[config.mk]
export PLATFORM = sky130hd
export DESIGN_NAME = dual_timer_counter_toggle
export DESIGN_NICKNAME = d
export VERILOG_FILES = /design/src/hw/dual_timer_pkg.sv /design/src/hw/dual_timer_counter_toggle.sv /design/src/hw/edge_sampler.sv /design/src/hw/count_unit.sv
export SDC_FILE = /design/constraint.sdc
export NUM_CORES = 1
export LEC_CHECK = 0
export BUFFER_PORTS_ARGS = -buffer_cell sky130_fd_sc_hd__clkbuf_2
export CAP_MARGIN = 20
export CORE_AREA = 2 2 99 101
export CTS_CLUSTER_SIZE = 30
export DETAILED_ROUTE_END_ITERATION = 12
export DIE_AREA = 0 0 101 103
export GPL_TIMING_DRIVEN = 0
export HOLD_SLACK_MARGIN = 0.15
export PLACE_DENSITY = 0.65
export SLEW_MARGIN = 20
export SYNTH_ARGS = -nofsm -noshare
export SYNTH_HDL_FRONTEND = slang
export SYNTH_SLANG_ARGS = --single-unit
[constraint.sdc]
create_clock -name core_clk_i -period 5.5 [get_ports core_clk_i]
set_input_delay 0.55 -clock core_clk_i [delete_from_list [all_inputs] [get_ports core_clk_i]]
set_output_delay 0.55 -clock core_clk_i [all_outputs]
set_load 0.01 [all_outputs]
[src/hw/dual_timer_pkg.sv]
// Package: constants and carrier types for the dual timer/counter block
package dual_timer_pkg;

  // ****************************************************************
  // Timing
  // ****************************************************************
  localparam int unsigned CLKS_PER_MACHINE_CYCLE = 6;
  localparam int unsigned PRESCALE_W             = 3;
  localparam logic [2:0]  PRESCALE_LAST          = 3'h5;

  // ****************************************************************
  // Mode register layout, one nibble per timer
  // ****************************************************************
  localparam int unsigned MODE_NIBBLE_W   = 4;
  localparam int unsigned MODE_GATE_BIT   = 3;
  localparam int unsigned MODE_SEL_BIT    = 2;
  localparam int unsigned MODE_HIGH_BIT   = 1;
  localparam int unsigned MODE_LOW_BIT    = 0;
  localparam int unsigned TIMER_ONE_LSB   = 4;
  localparam int unsigned TIMER_ZERO_LSB  = 0;
  localparam logic [7:0]  MODE_RESET      = 8'h00;

  // ****************************************************************
  // Count layout
  // ****************************************************************
  localparam int unsigned LOW13_W         = 5;
  localparam logic [7:0]  BYTE_ALL_ONES   = 8'hff;
  localparam logic [4:0]  LOW13_ALL_ONES  = 5'h1f;
  localparam logic [7:0]  COUNT_RESET     = 8'h00;

  typedef enum logic [1:0] {
    MODE_13BIT,
    MODE_16BIT,
    MODE_AUTORELOAD,
    MODE_SPLIT
  } timer_mode_t;

  // Per-timer control nibble decoded from the mode register
  typedef struct packed {
    logic        gate;
    logic        counter_sel;
    timer_mode_t mode;
  } timer_cfg_t;

  // Count pair of one timer
  typedef struct packed {
    logic [7:0] high;
    logic [7:0] low;
  } timer_count_t;

endpackage : dual_timer_pkg

[src/hw/dual_timer_counter_toggle.sv]
// Top: two timer/counters with gating, overflow flags, toggle pins and baud tick
`timescale 1ns/100ps
`default_nettype none

module dual_timer_counter_toggle (
  input  wire logic                         core_clk_i,
  input  wire logic                         rstn_i,
  input  wire logic [7:0]                   timer_mode_register_i,
  input  wire logic                         run_control_bit_zero_i,
  input  wire logic                         run_control_bit_one_i,
  input  wire logic                         toggle_enable_zero_i,
  input  wire logic                         toggle_enable_one_i,
  input  wire logic                         flag_clear_zero_i,
  input  wire logic                         flag_clear_one_i,
  input  wire logic                         load_zero_i,
  input  wire logic                         load_one_i,
  input  wire dual_timer_pkg::timer_count_t load_val_i,
  input  wire logic                         count_pin_zero_i,
  input  wire logic                         count_pin_one_i,
  input  wire logic                         gating_input_pin_zero_i,
  input  wire logic                         gating_input_pin_one_i,
  output logic                              count_pin_zero_o,
  output logic                              count_pin_zero_oe_o,
  output logic                              count_pin_one_o,
  output logic                              count_pin_one_oe_o,
  output logic                              overflow_flag_zero_o,
  output logic                              timer_one_overflow_flag_o,
  output logic                              irq_zero_o,
  output logic                              irq_one_o,
  output logic                              baud_tick_o,
  output var dual_timer_pkg::timer_count_t  count_zero_o,
  output var dual_timer_pkg::timer_count_t  count_one_o
);

  // ****************************************************************
  // Machine cycle divider
  // ****************************************************************
  logic [dual_timer_pkg::PRESCALE_W-1:0] prescale;
  logic                                  mc_tick;

  assign mc_tick = prescale == dual_timer_pkg::PRESCALE_LAST;

  always_ff @(posedge core_clk_i) begin
    if (!rstn_i) begin
      prescale <= '0;
    end else begin
      prescale <= mc_tick ? '0 : prescale + 3'h1;
    end
  end

  // ****************************************************************
  // Mode register decode
  // ****************************************************************
  dual_timer_pkg::timer_cfg_t cfg_zero;
  dual_timer_pkg::timer_cfg_t cfg_one;

  // Gate at bit 7 for timer one and bit 3 for timer zero follows from the nibble layout
  assign cfg_zero = dual_timer_pkg::timer_cfg_t'(
    timer_mode_register_i[dual_timer_pkg::TIMER_ZERO_LSB +: dual_timer_pkg::MODE_NIBBLE_W]);
  assign cfg_one  = dual_timer_pkg::timer_cfg_t'(
    timer_mode_register_i[dual_timer_pkg::TIMER_ONE_LSB +: dual_timer_pkg::MODE_NIBBLE_W]);

  // ****************************************************************
  // Pin sampling
  // ****************************************************************
  logic gate_zero_lvl;
  logic gate_one_lvl;
  logic fall_zero;
  logic fall_one;

  // Count pins are only read through the sampler; the level must last a machine cycle
  edge_sampler u_pin_zero (
    .core_clk_i (core_clk_i),
    .rstn_i     (rstn_i),
    .mc_tick_i  (mc_tick),
    .pin_i      (count_pin_zero_i),
    .level_o    (),
    .fall_o     (fall_zero)
  );

  edge_sampler u_pin_one (
    .core_clk_i (core_clk_i),
    .rstn_i     (rstn_i),
    .mc_tick_i  (mc_tick),
    .pin_i      (count_pin_one_i),
    .level_o    (),
    .fall_o     (fall_one)
  );

  edge_sampler u_gate_zero (
    .core_clk_i (core_clk_i),
    .rstn_i     (rstn_i),
    .mc_tick_i  (mc_tick),
    .pin_i      (gating_input_pin_zero_i),
    .level_o    (gate_zero_lvl),
    .fall_o     ()
  );

  edge_sampler u_gate_one (
    .core_clk_i (core_clk_i),
    .rstn_i     (rstn_i),
    .mc_tick_i  (mc_tick),
    .pin_i      (gating_input_pin_one_i),
    .level_o    (gate_one_lvl),
    .fall_o     ()
  );

  // ****************************************************************
  // Count enables
  // ****************************************************************
  logic run_zero;
  logic run_one;
  logic one_stopped;
  logic split_mode;
  logic inc_zero_low;
  logic inc_zero_high;
  logic inc_one;

  assign split_mode  = cfg_zero.mode == dual_timer_pkg::MODE_SPLIT;
  assign one_stopped = cfg_one.mode == dual_timer_pkg::MODE_SPLIT;

  assign run_zero = run_control_bit_zero_i & (~cfg_zero.gate | gate_zero_lvl);
  assign run_one  = run_control_bit_one_i & (~cfg_one.gate | gate_one_lvl) & ~one_stopped;

  // Edge strobe lands one clock after the tick that takes the sample pair; counted in that same clock
  assign inc_zero_low  = run_zero & (cfg_zero.counter_sel ? fall_zero : mc_tick);
  assign inc_zero_high = split_mode & run_control_bit_one_i & mc_tick;
  assign inc_one       = run_one & (cfg_one.counter_sel ? fall_one : mc_tick);

  // ****************************************************************
  // Counters
  // ****************************************************************
  dual_timer_pkg::timer_count_t count_zero;
  dual_timer_pkg::timer_count_t count_one;
  logic                         ovf_zero_low;
  logic                         ovf_zero_high;
  logic                         ovf_one;

  count_unit u_count_zero (
    .core_clk_i (core_clk_i),
    .rstn_i     (rstn_i),
    .mode_i     (cfg_zero.mode),
    .low_inc_i  (inc_zero_low),
    .high_inc_i (inc_zero_high),
    .load_i     (load_zero_i),
    .load_val_i (load_val_i),
    .count_o    (count_zero),
    .low_ovf_o  (ovf_zero_low),
    .high_ovf_o (ovf_zero_high)
  );

  // Timer one takes the split case with both increments low; it is simply held while in mode 3
  count_unit u_count_one (
    .core_clk_i (core_clk_i),
    .rstn_i     (rstn_i),
    .mode_i     (cfg_one.mode),
    .low_inc_i  (inc_one),
    .high_inc_i (1'b0),
    .load_i     (load_one_i),
    .load_val_i (load_val_i),
    .count_o    (count_one),
    .low_ovf_o  (ovf_one),
    .high_ovf_o ()
  );

  // ****************************************************************
  // Overflow flags
  // ****************************************************************
  logic set_flag_zero;
  logic set_flag_one;

  assign set_flag_zero = ovf_zero_low;
  // In split mode timer one's flag belongs to timer zero's high byte
  assign set_flag_one  = split_mode ? ovf_zero_high : ovf_one;

  always_ff @(posedge core_clk_i) begin
    if (!rstn_i) begin
      overflow_flag_zero_o      <= 1'b0;
      timer_one_overflow_flag_o <= 1'b0;
      irq_zero_o                <= 1'b0;
      irq_one_o                 <= 1'b0;
    end else begin
      // Set wins over a clear in the same cycle
      overflow_flag_zero_o      <= set_flag_zero | (overflow_flag_zero_o & ~flag_clear_zero_i);
      timer_one_overflow_flag_o <= set_flag_one | (timer_one_overflow_flag_o & ~flag_clear_one_i);
      irq_zero_o                <= set_flag_zero | (overflow_flag_zero_o & ~flag_clear_zero_i);
      irq_one_o                 <= set_flag_one | (timer_one_overflow_flag_o & ~flag_clear_one_i);
    end
  end

  // ****************************************************************
  // Baud tick and count mirrors
  // ****************************************************************
  always_ff @(posedge core_clk_i) begin
    if (!rstn_i) begin
      baud_tick_o  <= 1'b0;
      count_zero_o <= '0;
      count_one_o  <= '0;
    end else begin
      baud_tick_o  <= ovf_one;
      count_zero_o <= count_zero;
      count_one_o  <= count_one;
    end
  end

  // ****************************************************************
  // Toggle outputs
  // ****************************************************************
  logic tog_ovf_zero;
  logic tog_ovf_one;

  assign tog_ovf_zero = ovf_zero_low;
  assign tog_ovf_one  = split_mode ? ovf_zero_high : ovf_one;

  always_ff @(posedge core_clk_i) begin
    if (!rstn_i) begin
      count_pin_zero_o    <= 1'b1;
      count_pin_one_o     <= 1'b1;
      count_pin_zero_oe_o <= 1'b0;
      count_pin_one_oe_o  <= 1'b0;
    end else begin
      count_pin_zero_oe_o <= toggle_enable_zero_i;
      count_pin_one_oe_o  <= toggle_enable_one_i;
      if (!toggle_enable_zero_i) begin
        count_pin_zero_o <= 1'b1;
      end else if (tog_ovf_zero) begin
        count_pin_zero_o <= ~count_pin_zero_o;
      end
      if (!toggle_enable_one_i) begin
        count_pin_one_o <= 1'b1;
      end else if (tog_ovf_one) begin
        count_pin_one_o <= ~count_pin_one_o;
      end
    end
  end

endmodule : dual_timer_counter_toggle

`default_nettype wire

[src/hw/edge_sampler.sv]
// Edge sampler: synchronises a pin and detects a 1-to-0 step per machine cycle
`timescale 1ns/100ps
`default_nettype none

module edge_sampler (
  input  wire logic core_clk_i,
  input  wire logic rstn_i,
  input  wire logic mc_tick_i,
  input  wire logic pin_i,
  output var  logic level_o,
  output var  logic fall_o
);

  logic sync_a;
  logic sync_b;
  logic sample;

  always_ff @(posedge core_clk_i) begin
    if (!rstn_i) begin
      sync_a  <= 1'b0;
      sync_b  <= 1'b0;
      sample  <= 1'b0;
      fall_o  <= 1'b0;
    end else begin
      sync_a <= pin_i;
      sync_b <= sync_a;
      fall_o <= 1'b0;
      if (mc_tick_i) begin
        sample <= sync_b;
        fall_o <= sample & ~sync_b;
      end
    end
  end

  assign level_o = sync_b;

endmodule : edge_sampler

`default_nettype wire

[src/hw/count_unit.sv]
// Count unit: one 16-bit timer with 13-bit, 16-bit, reload and split layouts
`timescale 1ns/100ps
`default_nettype none

module count_unit (
  input  wire logic                        core_clk_i,
  input  wire logic                        rstn_i,
  input  wire dual_timer_pkg::timer_mode_t mode_i,
  input  wire logic                        low_inc_i,
  input  wire logic                        high_inc_i,
  input  wire logic                        load_i,
  input  wire dual_timer_pkg::timer_count_t load_val_i,
  output var  dual_timer_pkg::timer_count_t count_o,
  output var  logic                        low_ovf_o,
  output var  logic                        high_ovf_o
);

  dual_timer_pkg::timer_count_t next_count;
  logic                         low13_wrap;
  logic                         low_wrap;
  logic                         high_wrap;

  assign low13_wrap = count_o.low[dual_timer_pkg::LOW13_W-1:0] == dual_timer_pkg::LOW13_ALL_ONES;
  assign low_wrap   = count_o.low == dual_timer_pkg::BYTE_ALL_ONES;
  assign high_wrap  = count_o.high == dual_timer_pkg::BYTE_ALL_ONES;

  always_comb begin
    next_count = count_o;
    low_ovf_o  = 1'b0;
    high_ovf_o = 1'b0;
    case (mode_i)
      dual_timer_pkg::MODE_13BIT: begin
        if (low_inc_i) begin
          // Upper three low bits are left alone; they carry no meaning here
          next_count.low[dual_timer_pkg::LOW13_W-1:0] =
            count_o.low[dual_timer_pkg::LOW13_W-1:0] + 5'h01;
          if (low13_wrap) begin
            next_count.high = count_o.high + 8'h01;
            low_ovf_o       = high_wrap;
          end
        end
      end
      dual_timer_pkg::MODE_16BIT: begin
        if (low_inc_i) begin
          next_count.low = count_o.low + 8'h01;
          if (low_wrap) begin
            next_count.high = count_o.high + 8'h01;
            low_ovf_o       = high_wrap;
          end
        end
      end
      dual_timer_pkg::MODE_AUTORELOAD: begin
        if (low_inc_i) begin
          next_count.low = low_wrap ? count_o.high : count_o.low + 8'h01;
          low_ovf_o      = low_wrap;
        end
      end
      dual_timer_pkg::MODE_SPLIT: begin
        if (low_inc_i) begin
          next_count.low = count_o.low + 8'h01;
          low_ovf_o      = low_wrap;
        end
        if (high_inc_i) begin
          next_count.high = count_o.high + 8'h01;
          high_ovf_o      = high_wrap;
        end
      end
      default: begin
        next_count = count_o;
      end
    endcase
  end

  always_ff @(posedge core_clk_i) begin
    if (!rstn_i) begin
      count_o <= {dual_timer_pkg::COUNT_RESET, dual_timer_pkg::COUNT_RESET};
    end else if (load_i) begin
      count_o <= load_val_i;
    end else begin
      count_o <= next_count;
    end
  end

endmodule : count_unit

`default_nettype wire

==> metrics, run 1 <==
# setup viols final=0; multi-input logic area=0.00215 mm^2; hold path startpoint=count_pin_zero_i; ANT nets after route=0; post-route cell area=0.00480 mm^2; Logic pwr share=0.135; Syn Std Cell Area=0.00407 mm^2; Worst Tran Pin Value=731 ps; FF-to-FF Start=prescale[1]$_SDFF_PP0_; status=completed; Final period util=0.403; Async SR Flop Fraction=0; gpl congestion=0.914; most common cell after layout, fill and taps aside=dfxtp_1; Max IR drop VDD=0.146 mV; adder-cell share of the synthesized area=0.0462; Fin Setup TNS=0 ps; fin. max-slew vios=0; fin crit period=2210 ps; H-tree levels=3; vias=3882; Starting Density=0.430; RSZ-0062 raised after global routing=false; Final Skew=6.88 ps; #FFs+latches synth=86; row cnt=36; Post-DP HPWL=8.60 mm; Storage cell area=0.00172 mm^2; Hold Path Stages=2; Syn Nets=514; # port buffers=78; Hold WS=397 ps; Max-Cap Viols=0; drt drc=0; Antenna Cells=0; clock share of power=0.347; Mapped Cells=461; largest family of logic cells by synthesized area=simple AND/OR/NAND/NOR gates; slew margin rel.=0.508; GRT Util Overall=0.223; Arr. time, crit path=2450 ps; Worst setup EP type=register; post-cts resize count=0; crit start category=register; placed cell area=0.00460 mm^2; drt first pass iters=5; setup bufs post-CTS=0; predominant post-synthesis flop cell=dfxtp_1; CTS tree=built; Int Power=946 uW; Reg clk slew, reported paths=90 ps; Seq/Total Area, Yosys=0.424; Worst-Skew Late Latency=350 ps; number of global-route vias before repair=3587; Total Die Area=0.0104 mm^2; EDFF count, synth=0; area grow syn2layout=18.1%; fillers=939; final hold viol count=0; first-pass GRT wire length=18.1 mm; post-synthesis simple-gate area fraction=0.250; Setup CP Type=reg -> reg; grt total ovfl=0; switching power=387 uW; Longest Clk Path Bufs=2; I/O pin total=79; Total Wirelength=11.4 mm; complex-gate fraction of the synthesized area=0.192; commonest cells after routing, fill and taps aside=dfxtp_1, clkbuf_2, and2_1; worst hold path class=in -> reg; switching portion of total power=0.290; number of CTS-inserted buffers=9; Worst Reg-to-Reg Cells=9; CP peak stage delay=420 ps; CTS Hold Buffers Added=0; slowest stage cell, crit path=or3_1; WL/cell=17.0 um; multiplexer area fraction after synthesis=0.0151; CP required=5740 ps; Sink Count=86; largest net degree at the start of global routing=17; Die X=101 um; Power Density=278 mW/mm^2; Synth Warn #=0; crit path max fanout=8; Unique masters post-synth=61; sequential power share=0.517; number of DRC markers in iteration 0=304; die height=103 um; Crit. Startpoint=prescale[1]$_SDFF_PP0_; achievable frequency=0.452 GHz; crit-path cells=inv_1 -> ha_1 -> buf_6 -> and3b_1 -> or3_1 -> and3_1 -> buf_2 -> a311oi_1 -> nor4_1; fraction of layout cells with a size suffix above 1=0.200; XOR/XNOR Fraction of Synth Area=0.0259; syn_area_per_cell=8.82 um^2; final net count=603; initial antenna violation count=0; leakage=0.00199 uW; clk root buf=clkbuf_8; drt via density=5.80; Core ar.=0.00946 mm^2
==> metal layers <==
| metal | up-vias | track usage | share of wire |
|---|---|---|---|
| li1 | 1863 | - | - |
| met1 | 1827 | 0.286 | 0.44 |
| met2 | 172 | 0.386 | 0.48 |
| met3 | 20 | 0.0305 | 0.060 |
| met4 | 0 | 0.0759 | 0.018 |
| met5 | - | 0 | 0 |
==> layout make-up <==
type / count / area share
Buffer: 23 / 0.0237
Inverter: 21 / 0.0164
Clock buffer: 9 / 0.0258
Multi-Input combinational cell: 331 / 0.448
Clock inverter: 7 / 0.0167
Sequential cell: 86 / 0.359
Tap cell: 114 / 0.0297
Timing Repair Buffer: 78 / 0.0813
==> Yosys cell counts, drive strengths merged (4+ instances only) <==
master / count / area, um^2
dfxtp: 86 / 1720
and2: 34 / 213
nor2: 32 / 120
o21ai: 29 / 145
nand2: 28 / 105
nand3: 26 / 135
a21oi: 21 / 105
inv: 20 / 75.1
clkbuf: 17 / 63.8
ha: 15 / 188
nor4: 15 / 106
nor3: 11 / 55.1
xnor2: 11 / 96.3
a221oi: 8 / 76.3
o211ai: 8 / 60.1
a31oi: 7 / 43.8
and3: 7 / 43.8
or3: 7 / 43.8
buf: 6 / 50.0
o31ai: 6 / 45.0
a211oi: 5 / 37.5
mux2i: 5 / 50.1
nor2b: 5 / 31.3
and4: 4 / 35.0
nand4: 4 / 46.3
o21a: 4 / 30.0
o32ai: 4 / 35.0
==> sequential cells by signal (all words and copies together), names as in the netlist, 3 cells and up <==
register,cells
count_zero_o,16
u_count_zero.count_o,16
count_one_o,16
u_count_one.count_o,16
prescale,3
==> final timing paths <==
| check | endpoint | slack [ps] |
|---|---|---|
| max | u_count_zero.count_o[12]$_SDFFE_PN0P_ | 3290 |
| min | u_pin_zero.sync_a$_SDFF_PN0_ | 400 |
| max reg2reg | u_count_zero.count_o[12]$_SDFFE_PN0P_ | 3290 |
| min reg2reg | u_pin_zero.fall_o$_SDFF_PN0_ | 430 |
==> power groups by stage <==
stage	clock network (uW)	logic, uW	registers [uW]
2_1_floorplan	0	108	700
3_3_place_gp	0	175	703
3_5_place_dp	0	177	703
4_1_cts	476	179	689
5_1_grt	496	201	694
6_report	463	180	689
==> critical path: cells and delay by family (launching register included) <==
kind	cells	cell delay, ps
buffers and inverters	3	340
AOI/OAI and AO/OA	1	350
adders and majority gates	1	180
DFF	1	340
and+or+nand+nor	4	890
==> metrics by stage <==
stage	utilization	power (uW)	worst slack [ps]	instances
final	0.508	1330	3290	669
after global routing	0.508	1390	3190	669
after detailed placement	0.486	881	3050	653
after global placement	0.486	878	3050	653
after CTS	0.508	1340	3320	669
after floorplan	-	808	3460	461
==> cells by family (layout without fill, tap and decap cells) <==
family / count (synthesis) / in the layout
AND/OR/NAND/NOR: 183 / 183
AO/OA/AOI/OAI: 115 / 115
flip-flops: 86 / 86
buffers and inverters: 44 / 138
adder cells (fa/ha/maj): 15 / 15
XOR/XNOR: 12 / 12
multiplexers: 6 / 6
Note: power is estimated with default switching activity, not from simulation.
==> run 2, diff against run 1 <==
Clock period 5.5 ns to 2.11 ns, I/O delays scaled along.
==> run 2 against run 1 <==
Net effect:
- global-route usage rose by 0.21 points
- first-iteration DRC count fell by 13%
- utilization rose by 2.2 points
- sequential power rose to 2.6 times the previous value
- design area rose by 4.4%
- critical path depth fell by 2
- fmax rose by 6.4%
- routed wire length rose by 2.0%
- sequential cell count did not move
- critical endpoint is now u_count_zero.count_o[14]$_SDFFE_PN0P_
- highest routed layer unchanged
==> metrics, run 2 (same netlist as run 1, synthesis figures left out) <==
status=completed (unchanged); achievable frequency=0.481 GHz (was 0.452 GHz); CTS tree=built (unchanged); area grow syn2layout=23.4% (was 18.1%); vias=3933 (was 3882); most common cell after layout, fill and taps aside=dfxtp_1 (unchanged); fin worst setup slack=29.7 ps (was 3290 ps); Int Power=2490 uW (was 946 uW); Final Skew=7.12 ps (was 6.88 ps); # setup viols final=0 (unchanged); Fin Setup TNS=0 ps (unchanged); switching power=1020 uW (was 387 uW); Sink Count=86 (unchanged); Power Density=700 mW/mm^2 (was 278 mW/mm^2); largest net degree at the start of global routing=17 (unchanged); ANT nets after route=0 (unchanged); Reg clk slew, reported paths=90 ps (about the same); Worst Reg-to-Reg Cells=7 (was 9); die height=103 um (unchanged); setup slack, reg-to-reg=30 ps (was 3290 ps); clock share of power=0.344 (was 0.347); fin crit period=2080 ps (was 2210 ps); Max-Cap Viols=0 (unchanged); final net count=615 (was 603); grt peak-use layer=met2 (unchanged); Arr. time, crit path=2320 ps (was 2450 ps); met3 Use GR=0.0325 (was 0.0305); sequential power share=0.512 (was 0.517); final hold viol count=0 (unchanged); grt total ovfl=0 (unchanged); leakage=0.00206 uW (was 0.00199 uW); WL/cell=17.0 um (about the same); met2 Usage GRT=0.390 (was 0.386); FF-to-FF Start=u_count_zero.count_o[1]$_SDFFE_PN0P_ (was prescale[1]$_SDFF_PP0_); gpl congestion=0.914 (unchanged); GRT Util Overall=0.225 (was 0.223); met1 usage=0.287 (was 0.286); fillers=924 (was 939); I/O pin total=79 (unchanged); worst slack at placement=-45.9 ps (was 3050 ps); Final period util=0.986 (was 0.403); Inst Count DP=653 (unchanged); drt first pass iters=5 (unchanged); number of CTS-inserted buffers=9 (unchanged); crit start category=register (unchanged); Worst Hold End=u_count_one.count_o[8]$_SDFFE_PN0P_ (was u_pin_zero.sync_a$_SDFF_PN0_); Crit. Startpoint=u_count_zero.count_o[1]$_SDFFE_PN0P_ (was prescale[1]$_SDFF_PP0_); drt via density=5.78 (was 5.80); first-pass GRT wire length=18.3 mm (was 18.1 mm); CP required=2350 ps (was 5740 ps); number of DRC markers in iteration 0=264 (was 304); hold path startpoint=load_val_i[8] (was count_pin_zero_i); Core ar.=0.00946 mm^2 (unchanged); Worst setup EP type=register (unchanged); Hold Path Stages=3 (was 2); # port buffers=78 (unchanged); RSZ-0062 raised after global routing=true (was false); RR Endpoint=u_count_zero.count_o[14]$_SDFFE_PN0P_ (was u_count_zero.count_o[12]$_SDFFE_PN0P_); drt drc=0 (unchanged); multi-input logic area=0.00224 mm^2 (was 0.00215 mm^2); commonest cells after routing, fill and taps aside=dfxtp_1, clkbuf_2, and2_1 (unchanged); placed cell area=0.00460 mm^2 (unchanged); Longest Clk Path Bufs=2 (unchanged); slowest stage cell, crit path=dfxtp_1 (was or3_1); H-tree levels=3 (unchanged); Total Die Area=0.0104 mm^2 (unchanged); worst hold path class=in -> reg (unchanged); Storage cell area=0.00173 mm^2 (was 0.00172 mm^2); Post-DP HPWL=8.60 mm (unchanged); Logic pwr share=0.143 (was 0.135); row cnt=36 (unchanged); slew margin rel.=0.530 (was 0.508); number of global-route vias before repair=3656 (was 3587); fraction of layout cells with a size suffix above 1=0.226 (was 0.200); Max IR drop VDD=0.386 mV (was 0.146 mV); crit-path cells=ha_2 -> nand4_4 -> a221oi_4 -> nand3_2 -> buf_4 -> nor4_1 -> nor3_1 (was inv_1 -> ha_1 -> buf_6 -> and3b_1 -> or3_1 -> and3_1 -> buf_2 -> a311oi_1 -> nor4_1); critical path's top delay family=simple AND/OR/NAND/NOR gates (unchanged); Worst-Skew Late Latency=360 ps (was 350 ps); Starting Density=0.430 (unchanged); switching portion of total power=0.291 (was 0.290); Die X=101 um (unchanged); CP bufs+invs=1 (was 3); CP peak stage delay=410 ps (was 420 ps); fin. max-slew vios=0 (unchanged); non-filler cells, final=681 (was 669); Worst Tran Pin Value=699 ps (was 731 ps); crit path max fanout=8 (unchanged); Setup CP Type=reg -> reg (unchanged); initial antenna violation count=0 (unchanged); Antenna Cells=0 (unchanged); Total Wirelength=11.6 mm (was 11.4 mm); clk root buf=clkbuf_8 (unchanged); post-route cell area=0.00501 mm^2 (was 0.00480 mm^2)
==> run 2: cell count changes in the layout (fill, tap and decap cells not counted), moves of 2 or more <==
cell           change
nor4_2             +3
dfxtp_1            -3
dlygate4sd3_1     +12
dfxtp_2            +3
nor4_1             -3
o31ai_1            -2
==> run 2: worst max-delay path by stage <==
stage	end	slack, ps	cells after the start
finish	u_count_zero.count_o[14]$_SDFFE_PN0P_	30	7
global route	u_count_one.count_o[2]$_SDFFE_PN0P_	-50	5
CTS	u_count_zero.count_o[12]$_SDFFE_PN0P_	1	9
detailed placement	u_count_zero.count_o[12]$_SDFFE_PN0P_	-50	9
global placement	u_count_zero.count_o[1]$_SDFFE_PN0P_	3	7
floorplan	u_count_zero.count_o[12]$_SDFFE_PN0P_	130	9
==> run 2: power groups by stage <==
stage | sequential (uW) | combinational [uW] | clock [uW]
2_1_floorplan | 1830 | 282 | 0
3_3_place_gp | 1830 | 457 | 0
3_5_place_dp | 1830 | 462 | 0
4_1_cts | 1800 | 487 | 1240
5_1_grt | 1810 | 555 | 1290
6_report | 1800 | 502 | 1210
==> run 2: layout make-up <==
type | count | share of cell area
Buffer | 22 | 0.0217
Clock buffer | 9 | 0.0247
Clock inverter | 7 | 0.0160
Inverter | 21 | 0.0157
Multi-Input combinational cell | 331 | 0.446
Sequential cell | 86 | 0.344
Tap cell | 114 | 0.0284
Timing Repair Buffer | 91 | 0.103
==> run 2: metrics by stage <==
stage,power (uW),hold WS (ps),util
2_1_floorplan,2110,338,-
3_3_place_gp,2290,414,0.486
3_5_place_dp,2300,417,0.486
4_1_cts,3520,150,0.522
5_1_grt,3660,165,0.530
6_report,3510,158,0.530
==> run 2: worst reg2reg max path: stages, from the launching register on <==
cell	delay [ps]
dfxtp_1	410
ha_2	270
nand4_4	180
a221oi_4	340
nand3_2	200
buf_4	190
nor4_1	280
nor3_1	90
==> run 2: timing repair <==
item,4_1_cts,5_1_grt
setup buffers,0,1
resized for setup,3,16
hold buffers,12,0
pin swaps,0,2
cloned,0,0
endpoints found under the hold margin,13,0
setup endpoints to repair,3,26
==> run 2: routing by layer <==
metal  routed length (um)  part of all wire
met5                    0                 0
met4                  247             0.021
met3                  721             0.062
met2                 5590              0.48
met1                 5050              0.43
==> run 3, diff against run 2 <==
Settings changed: CELL_PAD_IN_SITES_DETAIL_PLACEMENT set to 1, CELL_PAD_IN_SITES_GLOBAL_PLACEMENT set to 1, CORE_AREA 2 2 99 101 to 2 2 104 106, DIE_AREA 0 0 101 103 to 0 0 106 108, PLACE_DENSITY 0.65 to unset, PLACE_DENSITY_LB_ADDON set to 0.1.
==> run 3 against run 2 <==
Net effect:
- clock skew grew 9.6 ps
- hold slack lost 10 ps
- global-route usage grew 0.47 points
- critical path type unchanged
- highest routed layer unchanged
==> metrics, run 3 (same netlist as run 1, synthesis figures left out) <==
# setup viols final=0 (unchanged); CTS tree=built (unchanged); clk root buf=clkbuf_8 (unchanged); RSZ-0062 raised after global routing=true (unchanged); grt total ovfl=0 (unchanged); fin worst setup slack=71.6 ps (was 29.7 ps); Starting Density=0.397 (was 0.430); ANT nets after route=0 (unchanged); Max-Cap Viols=0 (unchanged); die height=108 um (was 103 um); achievable frequency=0.491 GHz (was 0.481 GHz); Worst-Skew Late Latency=380 ps (was 360 ps); fin. max-slew vios=0 (unchanged); Inst Count DP=675 (was 653); non-filler cells, final=705 (was 681); largest net degree at the start of global routing=14 (was 17); placed cell area=0.00463 mm^2 (was 0.00460 mm^2); Final period util=0.966 (was 0.986); Total Wirelength=13.0 mm (was 11.6 mm); setup slack, reg-to-reg=70 ps (was 30 ps); # port buffers=78 (unchanged); area grow syn2layout=25.5% (was 23.4%); worst slack at placement=-28.3 ps (was -45.9 ps); number of CTS-inserted buffers=9 (unchanged); fraction of layout cells with a size suffix above 1=0.232 (was 0.226); Reg clk slew, reported paths=90 ps (about the same); I/O pin total=79 (unchanged); Total Die Area=0.0114 mm^2 (was 0.0104 mm^2); Hold WS=148 ps (was 158 ps); Core ar.=0.0102 mm^2 (was 0.00946 mm^2); Hold Path Stages=3 (unchanged); worst hold path class=in -> reg (unchanged); final net count=617 (was 615); FF-to-FF Start=prescale[0]$_SDFF_PP0_ (was u_count_zero.count_o[1]$_SDFFE_PN0P_); leakage=0.00206 uW (about the same); drt drc=0 (unchanged); initial antenna violation count=0 (unchanged); Worst Reg-to-Reg Cells=7 (unchanged); fillers=1247 (was 924); WL/cell=18.4 um (was 17.0 um); Setup CP Type=reg -> reg (unchanged); fin crit period=2040 ps (was 2080 ps); crit start category=register (unchanged); Fin Setup TNS=0 ps (unchanged); crit path max fanout=8 (unchanged); CP required=2380 ps (was 2350 ps); gpl congestion=0.832 (was 0.914); Crit. Startpoint=prescale[0]$_SDFF_PP0_ (was u_count_zero.count_o[1]$_SDFFE_PN0P_); Longest Clk Path Bufs=2 (unchanged); row cnt=37 (was 36); Final Skew=16.7 ps (was 7.12 ps); vias=3888 (was 3933); first-pass GRT wire length=20.2 mm (was 18.3 mm); GRT Util Overall=0.229 (was 0.225); Die X=106 um (was 101 um); status=completed (unchanged); H-tree levels=3 (unchanged); most common cell after layout, fill and taps aside=dfxtp_1 (unchanged); number of DRC markers in iteration 0=111 (was 264); Worst setup EP type=register (unchanged); hold path startpoint=load_val_i[4] (was load_val_i[8]); drt via density=5.51 (was 5.78); number of global-route vias before repair=3928 (was 3656); Power Density=696 mW/mm^2 (was 700 mW/mm^2); post-route cell area=0.00510 mm^2 (was 0.00501 mm^2); final hold viol count=0 (unchanged); RR Endpoint=u_count_zero.count_o[14]$_SDFFE_PN0P_ (unchanged); slew margin rel.=0.534 (was 0.530); Post-DP HPWL=9.65 mm (was 8.60 mm); drt first pass iters=4 (was 5); crit path to=u_count_zero.count_o[14]$_SDFFE_PN0P_ (unchanged); Sink Count=86 (unchanged); commonest cells after routing, fill and taps aside=dfxtp_1, clkbuf_2, and2_1 (unchanged); Arr. time, crit path=2310 ps (was 2320 ps); Max IR drop VDD=0.436 mV (was 0.386 mV); Worst Tran Pin Value=699 ps (about the same); Antenna Cells=0 (unchanged)
## run 3: changes by cell type in the layout (fill, tap and decap cells not counted), moves of 2 or more
cell / before / now
clkbuf_1: 17 / 19
clkbuf_8: 9 / 11
dfxtp_1: 83 / 81
dfxtp_2: 3 / 5
inv_6: 2 / 0
## run 3: cell type report
cell class | count | area, um^2 | share of cell area
plain buffers | 22 | 109 | 0.0213
flip-flops and latches | 86 | 1730 | 0.339
well taps | 136 | 170 | 0.0333
inverters | 21 | 78.8 | 0.0154
repair buffers | 92 | 526 | 0.103
clock inverters | 3 | 42.5 | 0.00834
clock buffers | 13 | 159 | 0.0311
multi-input cells | 332 | 2290 | 0.449
## run 3: worst max-delay path, stage by stage (launching register included)
cell and delay (ps):
dfxtp_2 340, ha_1 200, buf_6 140, and3b_1 210, or3_4 400, and3_2 290, a311oi_2 270, nor3_1 70
## run 3: metrics by stage
| step | total power, uW | utilization |
|---|---|---|
| 2_1_floorplan | 2110 | - |
| 3_3_place_gp | 2300 | 0.452 |
| 3_5_place_dp | 2310 | 0.452 |
| 4_1_cts | 3540 | 0.486 |
| 5_1_grt | 3690 | 0.499 |
| 6_report | 3550 | 0.499 |
## run 3: how the worst min path moves through the flow
stage | to | slack, ps
after global placement | u_pin_zero.fall_o$_SDFF_PN0_ | 420
after floorplan | u_gate_one.sync_a$_SDFF_PN0_ | 340
after CTS | count_pin_one_oe_o$_SDFF_PN0_ | 150
final | u_count_one.count_o[4]$_SDFFE_PN0P_ | 150
after detailed placement | u_pin_one.level_o$_SDFF_PN0_ | 420
after global routing | irq_one_o$_SDFF_PN0_ | 170
## run 3: power breakdown
part           internal [uW]  switching, uW  total, uW
combinational            217            305        522
clock                    612            611       1220
sequential              1710           92.1       1810
## run 3: repair_timing
action | 4_1_cts | 5_1_grt
pin swaps | 0 | 3
gates cloned | 0 | 1
hold endpoints to repair | 14 | 0
resized for setup | 5 | 24
buffers inserted | 0 | 2
hold buffers | 12 | 0
setup endpoints to repair | 4 | 26
## run 3: metal layers
layer | track usage | wire [um] | vias to the layer above
met5 | 0 | 0 | -
met4 | 0.0987 | 376 | 0
li1 | - | - | 1878
met2 | 0.395 | 6320 | 85
met3 | 0.0368 | 459 | 29
met1 | 0.286 | 5800 | 1896
